<file path="src/rtl/phy_mode_led_cfg.svh">
// Offsets, field positions, reset values and codes of the PHY mode and indicator bank
`ifndef PHY_MODE_LED_CFG_SVH
`define PHY_MODE_LED_CFG_SVH

// Bank and register offsets on the bank-switched port
`define REG_BANK_MODE 3'h0
`define OFF_PACKET_MEMORY_INFO 4'h8
`define OFF_PHY_MODE_AND_INDICATOR_CONTROL 4'hA

// Memory information layout and values
`define MEM_SIZE_LSB 0
`define MEM_FREE_LSB 8
`define MEM_FIELD_W 8
`define MEM_UNIT_BYTES 2048
`define MEM_MULTIPLIER 1
`define MEM_SIZE_UNITS 8'h04
`define PACKET_MEMORY_INFO_RESET 16'h0404

// Control register layout and values
`define SPEED_SELECT_BIT 13
`define DUPLEX_SELECT_BIT 12
`define MAC_AUTO_NEGOTIATION_GATE_GATE_BIT 11
`define INDICATOR_A_LSB 5
`define INDICATOR_B_LSB 2
`define INDICATOR_SEL_W 3
`define CONTROL_WRITE_MASK 16'h38FC
`define CONTROL_RESET 16'h0000

// Indicator select codes
`define IND_LINK_ANY 3'h0
`define IND_RESERVED 3'h1
`define IND_LINK_10M 3'h2
`define IND_FULL_DUPLEX 3'h3
`define IND_ACTIVITY 3'h4
`define IND_LINK_100M 3'h5
`define IND_RECEIVE 3'h6
`define IND_TRANSMIT 3'h7

`endif

</file>
<file path="src/rtl/phy_mode_led_pkg.sv">
// Types shared by the PHY mode and indicator bank
package phy_mode_led_pkg;
   typedef logic [15:0] reg_word_t;
   typedef logic [2:0] indicator_sel_t;
   typedef logic [7:0] mem_units_t;
   typedef enum logic [1:0] {
      SRC_MAC_FORCED,
      SRC_PHY_FORCED,
      SRC_NEGOTIATED
   } mode_source_e;
endpackage

</file>
<file path="src/rtl/indicator_mux.sv">
// One indicator output selected from the PHY status signals
`timescale 1ns/1ps
`default_nettype none
`include "phy_mode_led_cfg.svh"

module indicator_mux
   import phy_mode_led_pkg::*;
(
   input wire logic clk_i,
   input wire logic nrst_i,
   input wire indicator_sel_t sel_i,
   input wire logic link_10m_indicator_i,
   input wire logic link_100m_indicator_i,
   input wire logic full_duplex_indicator_i,
   input wire logic activity_indicator_i,
   input wire logic receive_indicator_i,
   input wire logic transmit_indicator_i,
   output logic indicator_pin_o
);

   logic led_nxt;

   always_comb begin
      case (sel_i)
         `IND_LINK_ANY: led_nxt = link_100m_indicator_i | link_10m_indicator_i;
         `IND_LINK_10M: led_nxt = link_10m_indicator_i;
         `IND_FULL_DUPLEX: led_nxt = full_duplex_indicator_i;
         `IND_ACTIVITY: led_nxt = activity_indicator_i;
         `IND_LINK_100M: led_nxt = link_100m_indicator_i;
         `IND_RECEIVE: led_nxt = receive_indicator_i;
         `IND_TRANSMIT: led_nxt = transmit_indicator_i;
         default: led_nxt = 1'b0;
      endcase
   end

   always_ff @(posedge clk_i) begin
      if (!nrst_i) begin
         indicator_pin_o <= 1'b0;
      end else begin
         indicator_pin_o <= led_nxt;
      end
   end

endmodule // indicator_mux

`default_nettype wire

</file>
<file path="src/rtl/phy_mode_led_select_regs.sv">
// Memory information and PHY mode / indicator select registers
`timescale 1ns/1ps
`default_nettype none
`include "phy_mode_led_cfg.svh"

module phy_mode_led_select_regs
   import phy_mode_led_pkg::*;
#(
   parameter mem_units_t MEM_SIZE = `MEM_SIZE_UNITS
)
(
   input wire logic clk_i,
   input wire logic nrst_i,
   // Bank-switched register port
   input wire logic [2:0] bank_i,
   input wire logic [3:0] addr_i,
   input wire logic [1:0] byte_en_i,
   input wire logic wr_i,
   input wire logic rd_i,
   input wire reg_word_t wdata_i,
   output reg_word_t rdata_o,
   output logic rvalid_o,
   // Memory manager
   input wire logic mmu_reset_i,
   input wire logic free_update_i,
   input wire mem_units_t free_units_i,
   // PHY control register and negotiation outcome
   input wire logic phy_ctl_speed_i,
   input wire logic phy_ctl_duplex_i,
   input wire logic phy_negotiation_enable_i,
   input wire logic mac_auto_negotiation_gate_speed_100_i,
   input wire logic mac_auto_negotiation_gate_full_duplex_i,
   input wire logic mac_full_duplex_control_i,
   // PHY mode outputs
   output logic phy_speed_100_o,
   output logic phy_full_duplex_o,
   output logic phy_mac_auto_negotiation_gate_mode_o,
   output logic mac_full_duplex_o,
   // PHY status sources for the indicators
   input wire logic link_10m_indicator_i,
   input wire logic link_100m_indicator_i,
   input wire logic full_duplex_indicator_i,
   input wire logic activity_indicator_i,
   input wire logic receive_indicator_i,
   input wire logic transmit_indicator_i,
   output logic indicator_a_pin_o,
   output logic indicator_b_pin_o
);

   localparam int NUM_IND = 2;

   mem_units_t free_units_r;
   reg_word_t control_r;
   reg_word_t control_nxt;
   reg_word_t rdata_nxt;
   mode_source_e src;
   logic sel_mode_bank;
   logic hit_info;
   logic hit_ctrl;
   logic speed_nxt;
   logic duplex_nxt;
   logic speed_select_bit;
   logic duplex_select_bit;
   logic mac_auto_negotiation_gate;
   indicator_sel_t ind_sel [NUM_IND];
   logic [NUM_IND-1:0] ind_pin;

   // Address decode within the selected bank
   assign sel_mode_bank = (bank_i == `REG_BANK_MODE);
   assign hit_info = sel_mode_bank && (addr_i == `OFF_PACKET_MEMORY_INFO);
   assign hit_ctrl = sel_mode_bank && (addr_i == `OFF_PHY_MODE_AND_INDICATOR_CONTROL);

   // Field views of the control register
   assign speed_select_bit = control_r[`SPEED_SELECT_BIT];
   assign duplex_select_bit = control_r[`DUPLEX_SELECT_BIT];
   assign mac_auto_negotiation_gate = control_r[`MAC_AUTO_NEGOTIATION_GATE_GATE_BIT];
   assign ind_sel[0] = control_r[`INDICATOR_A_LSB +: `INDICATOR_SEL_W];
   assign ind_sel[1] = control_r[`INDICATOR_B_LSB +: `INDICATOR_SEL_W];

   // Free memory tracks the manager; its reset command wins over an update
   always_ff @(posedge clk_i) begin
      if (!nrst_i) begin
         free_units_r <= MEM_SIZE;
      end else if (mmu_reset_i) begin
         free_units_r <= MEM_SIZE;
      end else if (free_update_i) begin
         free_units_r <= free_units_i;
      end
   end

   // Byte-lane write; reserved bits never store so they read back zero
   always_comb begin
      control_nxt = control_r;
      if (byte_en_i[0]) begin
         control_nxt[7:0] = wdata_i[7:0];
      end
      if (byte_en_i[1]) begin
         control_nxt[15:8] = wdata_i[15:8];
      end
      control_nxt = control_nxt & `CONTROL_WRITE_MASK;
   end

   always_ff @(posedge clk_i) begin
      if (!nrst_i) begin
         control_r <= `CONTROL_RESET;
      end else if (wr_i && hit_ctrl) begin
         control_r <= control_nxt;
      end
   end

   // Read mux; unmapped offsets answer zero
   always_comb begin
      rdata_nxt = '0;
      if (hit_info) begin
         rdata_nxt[`MEM_FREE_LSB +: `MEM_FIELD_W] = free_units_r;
         rdata_nxt[`MEM_SIZE_LSB +: `MEM_FIELD_W] = MEM_SIZE;
      end else if (hit_ctrl) begin
         rdata_nxt = control_r;
      end
   end

   always_ff @(posedge clk_i) begin
      if (!nrst_i) begin
         rdata_o <= '0;
      end else if (rd_i) begin
         rdata_o <= rdata_nxt;
      end
   end

   always_ff @(posedge clk_i) begin
      if (!nrst_i) begin
         rvalid_o <= 1'b0;
      end else begin
         rvalid_o <= rd_i;
      end
   end

   // Which party decides speed and duplex
   always_comb begin
      if (!mac_auto_negotiation_gate) begin
         src = SRC_MAC_FORCED;
      end else if (!phy_negotiation_enable_i) begin
         src = SRC_PHY_FORCED;
      end else begin
         src = SRC_NEGOTIATED;
      end
   end

   always_comb begin
      case (src)
         SRC_MAC_FORCED: begin
            speed_nxt = speed_select_bit;
            duplex_nxt = duplex_select_bit;
         end
         SRC_PHY_FORCED: begin
            speed_nxt = phy_ctl_speed_i;
            duplex_nxt = phy_ctl_duplex_i;
         end
         SRC_NEGOTIATED: begin
            speed_nxt = mac_auto_negotiation_gate_speed_100_i;
            duplex_nxt = mac_auto_negotiation_gate_full_duplex_i;
         end
         default: begin
            speed_nxt = 1'b0;
            duplex_nxt = 1'b0;
         end
      endcase
   end

   always_ff @(posedge clk_i) begin
      if (!nrst_i) begin
         phy_speed_100_o <= 1'b0;
         phy_full_duplex_o <= 1'b0;
      end else begin
         phy_speed_100_o <= speed_nxt;
         phy_full_duplex_o <= duplex_nxt;
      end
   end

   // Manual unless both enables are set
   always_ff @(posedge clk_i) begin
      if (!nrst_i) begin
         phy_mac_auto_negotiation_gate_mode_o <= 1'b0;
      end else begin
         phy_mac_auto_negotiation_gate_mode_o <= (src == SRC_NEGOTIATED);
      end
   end

   // MAC duplex is the host's setting, not the PHY's; a mismatch is a host fault
   always_ff @(posedge clk_i) begin
      if (!nrst_i) begin
         mac_full_duplex_o <= 1'b0;
      end else begin
         mac_full_duplex_o <= mac_full_duplex_control_i;
      end
   end

   // Two independent indicator selectors
   for (genvar i = 0; i < NUM_IND; i++) begin : g_ind
      indicator_mux u_mux (
         .clk_i(clk_i),
         .nrst_i(nrst_i),
         .sel_i(ind_sel[i]),
         .link_10m_indicator_i(link_10m_indicator_i),
         .link_100m_indicator_i(link_100m_indicator_i),
         .full_duplex_indicator_i(full_duplex_indicator_i),
         .activity_indicator_i(activity_indicator_i),
         .receive_indicator_i(receive_indicator_i),
         .transmit_indicator_i(transmit_indicator_i),
         .indicator_pin_o(ind_pin[i])
      );
   end

   // Mux outputs are already flops; renamed only
   assign indicator_a_pin_o = ind_pin[0];
   assign indicator_b_pin_o = ind_pin[1];

endmodule // phy_mode_led_select_regs

`default_nettype wire

</file>
<file path="config.mk">
export PLATFORM = sky130hd
export DESIGN_NAME = phy_mode_led_select_regs
export DESIGN_NICKNAME = d
export VERILOG_FILES = /design/src/rtl/phy_mode_led_pkg.sv /design/src/rtl/indicator_mux.sv /design/src/rtl/phy_mode_led_select_regs.sv
export VERILOG_INCLUDE_DIRS = /design/src /design/src/rtl
export SDC_FILE = /design/constraint.sdc
export NUM_CORES = 1
export LEC_CHECK = 0
export BUFFER_PORTS_ARGS = -buffer_cell sky130_fd_sc_hd__buf_2
export CELL_PAD_IN_SITES_DETAIL_PLACEMENT = 0
export CELL_PAD_IN_SITES_GLOBAL_PLACEMENT = 1
export CORE_MARGIN = 2
export CORE_UTILIZATION = 25
export CTS_BUF_LIST = sky130_fd_sc_hd__clkbuf_4 sky130_fd_sc_hd__clkbuf_8
export DETAILED_ROUTE_END_ITERATION = 10
export HOLD_SLACK_MARGIN = 0.15
export PLACE_DENSITY = 0.61
export SLEW_MARGIN = 15
export SYNTH_ARGS = -nofsm -noshare
export SYNTH_HDL_FRONTEND = slang
export SYNTH_SLANG_ARGS = --single-unit
export TNS_END_PERCENT = 50
</file>
<file path="constraint.sdc">
create_clock -name clk_i -period 1.5 [get_ports clk_i]
set_input_delay 0.225 -clock clk_i [delete_from_list [all_inputs] [get_ports clk_i]]
set_output_delay 0.225 -clock clk_i [all_outputs]
set_load 0.02 [all_outputs]
</file>
# After elaboration in Yosys (flattened, before gate mapping)
# Cells that the tools add are included.
[op_classes]
eq_ne = 16
mux = 8
bitwise = 2
n_reduce_logical = 10
[op_table]
columns = ["operator", "n"]
rows = [
  ["$eq 3x3->1 const B", 8],
  ["$mux 16", 1],
  ["$mux 14", 1],
  ["$pmux 1 s7", 2],
  ["$eq 3x2->1 const B", 4],
  ["$logic_not 3->1", 3],
  ["$eq 4x4->1 const B", 2],
  ["$pmux 1 s3", 2],
  ["$mux 2", 2],
  ["$reduce_and 2->1", 2],
  ["$logic_and 1x1->1", 3],
  ["$eq 2x1->1 const B", 1],
  ["$eq 2x2->1 const B", 1],
  ["$logic_not 2->1", 1],
  ["$reduce_or 2->1", 1],
  ["$not 1->1", 1],
  ["$or 1x1->1", 1],
]
[word_totals]
register_bits = 40
input_bits = 51
out_inout_bits = 23
word_cells = 47

# Logic depth before layout (Yosys ltp)
# Gate-level depths: netlist of run 1.
[depth]
ltp_word = 4
depth_mapped = 5
ltp_nobuf = 3

# Hierarchy
# From an unflattened synthesis of run 1, not the netlist that was laid out.
[unflattened]
cells_unflattened = 179
hier_area_um2 = 1707.9
[modules_own_cells]
columns = ["mod", "instances", "cells_each", "area_each_um2", "seq_area_each_um2"]
rows = [
  ["phy_mode_led_select_regs", 1, 157, 1507.7, 720.7],
  ["indicator_mux", 2, 11, 100.1, 20.0],
]

# Worst setup path after synthesis of run 1
# No wires, ideal clock.
[synth_timing]
path_kind = "register -> register"
start = "register control_r[4]"
end = "register g_ind[1].u_mux.indicator_pin_o"
setup_time_ns = 0.119
arrival_time_ns = 1.083
required_ns = 1.381
setup_slack_ns = 0.299
stages_incl_launch_ff = 5
n_path_buf = 1
synth_period_minus_slack_ns = 1.201
path_cell_list = "dfxtp_1 clkbuf_1 mux2i_1 o221ai_1 o221a_2"
[synth_via]
elab_chain_len = 2
elab_cells_between_ends = 8
classes_between = "eq/ne (6); mux (1); reduce/logical (1)"
[synth_rtl]
columns = ["element", "line_no", "source"]
rows = [
  ["start: declaration", "phy_mode_led_select_regs.sv:53", "reg_word_t control_r;"],
  ["start signal: assignment", "phy_mode_led_select_regs.sv:105", "control_r <= `CONTROL_RESET;"],
  ["start signal: assignment", "phy_mode_led_select_regs.sv:107", "control_r <= control_nxt;"],
  ["$eq 3x3->1, or another cell as far along", "indicator_mux.sv:24", "case (sel_i)"],
  ["$pmux 1 s7 (*)", "indicator_mux.sv:24", ""],
  ["end signal: assignment", "indicator_mux.sv:40", "indicator_pin_o <= led_nxt;"],
  ["end: declaration", "indicator_mux.sv:18", "output logic indicator_pin_o"],
]
# Mark *: on every way between the ends. The rest lies on a longest branch, timed or not.
# A chain may end at the register's enable or synchronous reset.

# Final worst setup path of run 1
# Same ends and word-level chain as after synthesis.

==> run metrics, run 1 <==
status finished with violations; failing checks DRC; CTS tree done; Die H 85.96 um; gr usage total 11.22%; Final #Nets 293; XOR/XNOR share of the synthesized area 0%; r2r setup slk 0.28 ns; largest family of logic cells by synthesized area simple AND/OR/NAND/NOR gates; Die Wd 85.96 um; hold endpoint free_units_r[6]; Post-route DRC 1; root buffer cell clkbuf_8; gr ovfl total 0; YS warnings 0; Synth area leader dfxtp_1; final count of hold timing violations 0; endpoints failing setup 0; Arr. time, crit path 1.40 ns; crit end category register; Worst path slowest cell dfxtp_1; critical-path cell list mux2i_1 > o221ai_1 > o221a_2; Post-CTS Resized 0; Synth Register Bits 38; Worst Hold Depth 3; fmax 820.7 MHz; setup TNS 0 ns; Num CTS Buffers 5; kind of critical path register to register; worst-case reg-to-reg path depth 3; min-delay src free_units_i[6]; final worst path period share 81.23%; DRT Pass-1 Iters 7; worst min path class input port to register; RSZ-0062 raised after global routing false; largest net degree at the start of global routing 26; most frequent cells in the layout 64 x buf_2, 38 x dfxtp_1, 21 x nand2_1, 20 x mux2i_1; WHS 0.1704 ns; Worst-Skew Late Latency 0.28 ns; Crit path max-delay family flip-flops; Rows 29; Vias 1,444; H-tree depth 2; most common cell after layout, fill and taps aside buf_2; Max IR drop VDD 0.5051 mV; initial drt markers 62; antenna viol nets, final 0; Cells after Synth 178; critical path fanouts, max 7; initial antenna violation count 0; GPL Wtd Cong 0.6816; fraction of the mapped netlist area in adder cells 0%; Final Skew 0.008685 ns; vias in the first global route 1,351; Synth-to-Final Area Change 33.16%; R2R Path Start control_r[4]; clock sinks 38; max incr delay on CP 0.50 ns; Wirelength per Cell 12.69 um; Synth Area in Compound Gates 9.613%; CP Depth 3; Avg Cell Area, Syn 9.433 um^2; Clock Tree Buf Depth 2; simple-gate share of the synthesized area 23.70%; ratio of cells with drive above 1 in the final layout 35.80%; Post-synth EDFFs 0; top post-synthesis cells by area dfxtp_1 45%, mux2i_1 12%, nand3b_1 4.9%; drt via density 4.513; PwrDens 1028 nW/um^2; worst endpoint required time 1.68 ns; Async SR Flop Fraction 0%; WP buf/inv 0; Seq/Total Area, Yosys 45.31%; post-synth top area share 45.31%; r2r endpoint g_ind[1].u_mux.indicator_pin_o; synth unique cells 33; core box area 6422 um^2; Final HPWL DP 2974 um; Max Slew Vio Count 0; Post-Route WL 4062 um; Mapped Area 1679 um^2; leak pwr 0.9969 nW; crit path time final 1.219 ns; Ant. Diodes 0; mux contribution to synthesized area 15.28%; startpoint types register; IO Port Bufs 64; MaxCap Viol Count 0; top_reg_cell synth dfxtp_1; Worst-path clk slew 0.08 ns; die area 7388 um^2; initial core utilization 26.14%; I/O pin cnt 74; global-route wire length before repair 6465 um
[power by group]
part           internal [W]  switching [W]  leakage (nW)
registers           0.00102     0.00000589         0.308
clock network      0.000710       0.000368        0.0714
logic             0.0000943      0.0000998         0.617
[cell type report]
cell class / count / area, um^2
multi-input combinational: 122 / 823.3
inverter: 2 / 7.507
fill: 687 / 4187
tap: 77 / 96.34
sequential: 38 / 760.7
timing repair buffer: 73 / 405.4
clock inverter: 2 / 60.06
clock buffer: 6 / 82.58
[per-layer routing]
layer,global-route usage [%],vias to the layer above,routed length [um]
met5,0,-,0
met4,3.463,0,23
met3,3.369,2,270
met2,16.98,47,1784
met1,15.31,652,1984
li1,-,743,-
[what timing repair did]
item,in CTS,in global routing
hold buffers,2,0
setup buffers,0,0
hold endpoints to repair,2,0
[state kept, by name, indices dropped and copies added (netlist names)]
signal                                cells
rvalid_o                                  1
rdata_o                                  14
free_units_r                              8
control_r                                 9
g_ind.u_mux.indicator_pin_o               2
phy_speed_100_o                           1
phy_mac_auto_negotiation_gate_mode_o      1
phy_full_duplex_o                         1
mac_full_duplex_o                         1
[kinds of logic (layout without fill, tap and decap cells)]
| group | count (synthesis) | count (layout) |
|---|---|---|
| AOI/OAI and AO/OA | 24 | 24 |
| buffers and inverters | 19 | 83 |
| DFF | 38 | 38 |
| muxes | 24 | 24 |
| other | 1 | 2 |
| and+or+nand+nor | 72 | 72 |
[per-stage QoR]
step                std cells  cell area, um^2  total power [W]  worst slack, ns  util [%]
finish                    320             2236         0.002300           0.2815     34.81
global route              320             2236         0.002402           0.2034     34.81
CTS                       320             2236         0.002344           0.2877     34.81
detailed placement        310             2073         0.001245           0.1429     32.28
global placement          310             2073         0.001245           0.1638     32.28
floorplan                 179             1683         0.001158           0.2987         -
[worst min-delay path, cell delays in order]
cell	delay, ns
buf_2	0.07
mux2i_1	0.05
nor2_1	0.07
[synth_stat cells, drive strengths merged, types with 2 or more instances]
library cell  instances
nand3b               11
nor2                  7
mux2                  3
o21ai                12
nand2b                6
nand4                 3
nand2                21
a21boi                3
buf                   9
dfxtp                38
and2                  2
and3                  5
o211a                 2
mux2i                20
inv                   2
nand3                12
nor2b                 3
clkbuf                8
[worst max path at each step]
stage / startpoint / end / slack [ns]
after floorplan: control_r[4] / g_ind[1].u_mux.indicator_pin_o / 0.30
after global routing: control_r[4] / g_ind[1].u_mux.indicator_pin_o / 0.20
after CTS: control_r[4] / g_ind[1].u_mux.indicator_pin_o / 0.29
after detailed placement: bank_i[1] / rdata_o[9] / 0.14
final: control_r[4] / g_ind[1].u_mux.indicator_pin_o / 0.28
after global placement: bank_i[1] / rdata_o[14] / 0.16
Note: power is estimated with default switching activity, not from simulation.
==> inputs of run 2 (changes only) <==
--- a/config.mk
+++ b/config.mk
@@ -6,6 +6,7 @@
 export SDC_FILE = /design/constraint.sdc
 export NUM_CORES = 1
 export LEC_CHECK = 0
+export ABC_AREA = 1
 export BUFFER_PORTS_ARGS = -buffer_cell sky130_fd_sc_hd__buf_2
 export CELL_PAD_IN_SITES_DETAIL_PLACEMENT = 0
 export CELL_PAD_IN_SITES_GLOBAL_PLACEMENT = 1
@@ -14,7 +15,7 @@
 export CTS_BUF_LIST = sky130_fd_sc_hd__clkbuf_4 sky130_fd_sc_hd__clkbuf_8
 export DETAILED_ROUTE_END_ITERATION = 10
 export HOLD_SLACK_MARGIN = 0.15
-export PLACE_DENSITY = 0.61
+export PLACE_DENSITY = 0.66
 export SLEW_MARGIN = 15
 export SYNTH_ARGS = -nofsm -noshare
 export SYNTH_HDL_FRONTEND = slang
==> constraint.sdc (replaced) <==
create_clock -name clk_i -period 1.1 [get_ports clk_i]
set_input_delay 0.165 -clock clk_i [delete_from_list [all_inputs] [get_ports clk_i]]
set_output_delay 0.165 -clock clk_i [all_outputs]
set_load 0.02 [all_outputs]
==> run 2 against run 1 <==
  * The flow now finishes without violations
  * Die area increased by 6.7%
  * Final cell count increased by 36%
  * Sequential share of layout area decreased by 3.4 points
  * Flip-flop and latch count unchanged
  * First-iteration DRC count increased by 8.1%
  * Utilization increased by 1.3 points
  * Clock power increased by 31%
  * Worst setup slack got worse by 0.18 ns
  * Synthesized cell count increased by 46%
  * Largest cell class unchanged
  * Highest routed layer unchanged
==> run metrics, run 2 <==
status finished clean; Worst-path clk slew 0.08 ns (about the same); critical path fanouts, max 7 (unchanged); CTS tree done; Mapped Area 1798 um^2 (+7.1%); most common cell after layout, fill and taps aside nand2_1; worst setup margin 0.1044 ns (-0.1771 ns); Clock Tree Buf Depth 2 (unchanged); pre-CTS setup slack -0.002345 ns (-0.1452 ns); max incr delay on CP 0.53 ns (+0.03 ns); worst endpoint required time 1.33 ns (-0.35 ns); Largest regs rdata_o: 14 flops, control_r: 9 flops, free_units_r: 8 flops; Synth area leader dfxtp_1; fraction of the mapped netlist area in adder cells 0% (unchanged); post-synth top area share 42.31% (-3.0 points); final worst path period share 90.51%; Worst-Skew Late Latency 0.29 ns (about the same); initial antenna violation count 0 (unchanged); initial drt markers 67 (+8.1%); antenna viol nets, final 0 (unchanged); startpoint types input port; leak pwr 1.233 nW (+24%); Final #Nets 389 (+33%); I/O pin cnt 74 (unchanged); YS warnings 0 (unchanged); Cells after Synth 260 (+46%); worst min path class input port to register; Vias 1,784 (+24%); gr ovfl total 0 (unchanged); Rows 30 (+3.4%); drt via density 4.101 (-9.1%); initial core utilization 26.17% (+0.030 points); Fillers 737 (+7.3%); simple-gate share of the synthesized area 38.00% (+14 points); clock sinks 38 (unchanged); top post-synthesis cells by area dfxtp_1 42%, nand2_1 14%, inv_1 7.5%; overall power 0.003162 W (+38%); r2r setup slk 0.15 ns (-0.13 ns); RSZ-0062 raised after global routing false; Avg Cell Area, Syn 6.915 um^2 (-27%); IO Port Bufs 64 (unchanged); Synth Area in Compound Gates 7.794% (-1.8 points); largest register by flop count rdata_o; critical-path cell list dlygate4sd3_1 > buf_2 > nor2_1 > inv_1 > a21oi_1; vias in the first global route 1,653 (+22%); Synth-to-Final Area Change 38.00%; Max IR drop VDD 0.4142 mV (-18%); gr usage total 11.86% (+0.64 points); kind of critical path input port to register; XOR/XNOR share of the synthesized area 0% (unchanged); most frequent cells in the layout 69 x nand2_1, 64 x buf_2, 38 x dfxtp_1, 36 x inv_1, 33 x nor2_1; crit path time final 0.9956 ns; ratio of cells with drive above 1 in the final layout 28.02% (-7.8 points); Die Wd 88.81 um (+3.3%); endpoints failing setup 0 (unchanged); DRT Pass-1 Iters 4 (-3); top-count cell post-synth nand2_1; mux contribution to synthesized area 0% (-15 points); largest net degree at the start of global routing 14 (-46%); max reg flops 14 (unchanged); MaxCap Viol Count 0 (unchanged); WHS 0.1754 ns (+0.005031 ns); crit end category register; Final Skew 0.007952 ns (-0.0007336 ns); die area 7886 um^2 (+6.7%); Post-Route WL 4472 um (+10%); Synth Register Bits 38 (unchanged); core box area 6869 um^2 (+7.0%); H-tree depth 2 (unchanged); global-route wire length before repair 7203 um (+11%); Final HPWL DP 3506 um (+18%); fmax 1004 MHz; root buffer cell clkbuf_8; Post-synth EDFFs 0 (unchanged); Wirelength per Cell 10.28 um (-19%); Post CTS Setup Buffer Count 0 (unchanged); Max Slew Vio Count 0 (unchanged); Worst path slowest cell dlygate4sd3_1; Die H 88.81 um (+3.3%); final count of hold timing violations 0 (unchanged); largest family of logic cells by synthesized area simple AND/OR/NAND/NOR gates; Seq/Total Area, Yosys 42.31% (-3.0 points); top_reg_cell synth dfxtp_1; PwrDens 1274 nW/um^2 (+24%); Post-route DRC 0 (-1); Num CTS Buffers 5 (unchanged); commonest cells in the synthesized netlist 69 x nand2_1, 38 x dfxtp_1, 36 x inv_1, 33 x nor2_1, 21 x nand3_1; Arr. time, crit path 1.22 ns (-0.18 ns); Async SR Flop Fraction 0% (unchanged); GPL Wtd Cong 0.7265 (+6.6%); synth unique cells 23 (-30%); Ant. Diodes 0 (unchanged)
-- run 2: cell types whose count changed after synthesis, sizes merged, moves of 11 or more --
cell | previous run | this run
nand3b | 11 | 0
mux2i | 20 | 0
a21oi | 1 | 19
nor2 | 7 | 40
o21ai | 12 | 0
nand2 | 21 | 72
inv | 2 | 39
nand3 | 12 | 24
-- run 2: area by class of cell --
cell class	count	area (um^2)	area share [%]
inverters	39	146.4	5.900
repair buffers	81	485.5	19.57
clock inverters	3	68.82	2.774
clock buffers	5	68.82	2.774
well taps	96	120.1	4.841
multi-input cells	173	830.8	33.48
flip-flops and latches	38	760.7	30.66
-- run 2: logic make-up after synthesis --
| family | Yosys count |
|---|---|
| buffers and inverters | 50 |
| AO/OA/AOI/OAI | 25 |
| flip-flops | 38 |
| AND/OR/NAND/NOR | 146 |
| other | 1 |
-- run 2: critical path, delay by kind of cell --
family,cells,cell delay (ns)
buf+inv,3,0.78
compound gates,1,0.14
simple gates,1,0.13
-- run 2: through the flow --
stage / setup TNS (ns) / util, % / instances / area [um^2]
after floorplan: 0 / - / 261 / 1802
after global placement: 0 / 32.66 / 417 / 2243
after detailed placement: -0.002345 / 32.66 / 417 / 2243
after CTS: 0 / 36.12 / 435 / 2481
after global routing: 0 / 36.12 / 435 / 2481
final: 0 / 36.12 / 435 / 2481
-- run 2: timing repair --
| item | 4_1_cts | 5_1_grt |
|---|---|---|
| hold buffers | 10 | 0 |
| gates resized for setup | 0 | 0 |
| hold endpoints to repair | 9 | 0 |
-- run 2: final timing paths --
kind / from / cells after the start / to
worst max-delay path: mmu_reset_i / 5 / free_units_r[4]
worst min-delay path: phy_negotiation_enable_i / 3 / phy_mac_auto_negotiation_gate_mode_o
worst max register to register: control_r[3] / 5 / g_ind[1].u_mux.indicator_pin_o
worst min register to register: rdata_o[7] / 2 / rdata_o[7]
-- run 2: power breakdown --
group	switching, W	leakage, nW	internal [W]
clock	0.000514	0.0683	0.000909
sequential	0.0000112	0.309	0.00140
combinational	0.000186	0.856	0.000143
-- run 2: layer usage --
metal | up-vias | global-route usage [%] | routed length, um
li1 | 959 | - | -
met1 | 773 | 14.82 | 2110
met4 | 0 | 4.132 | 43
met3 | 4 | 3.172 | 316
met2 | 48 | 19.67 | 2002
met5 | - | 0 | 0
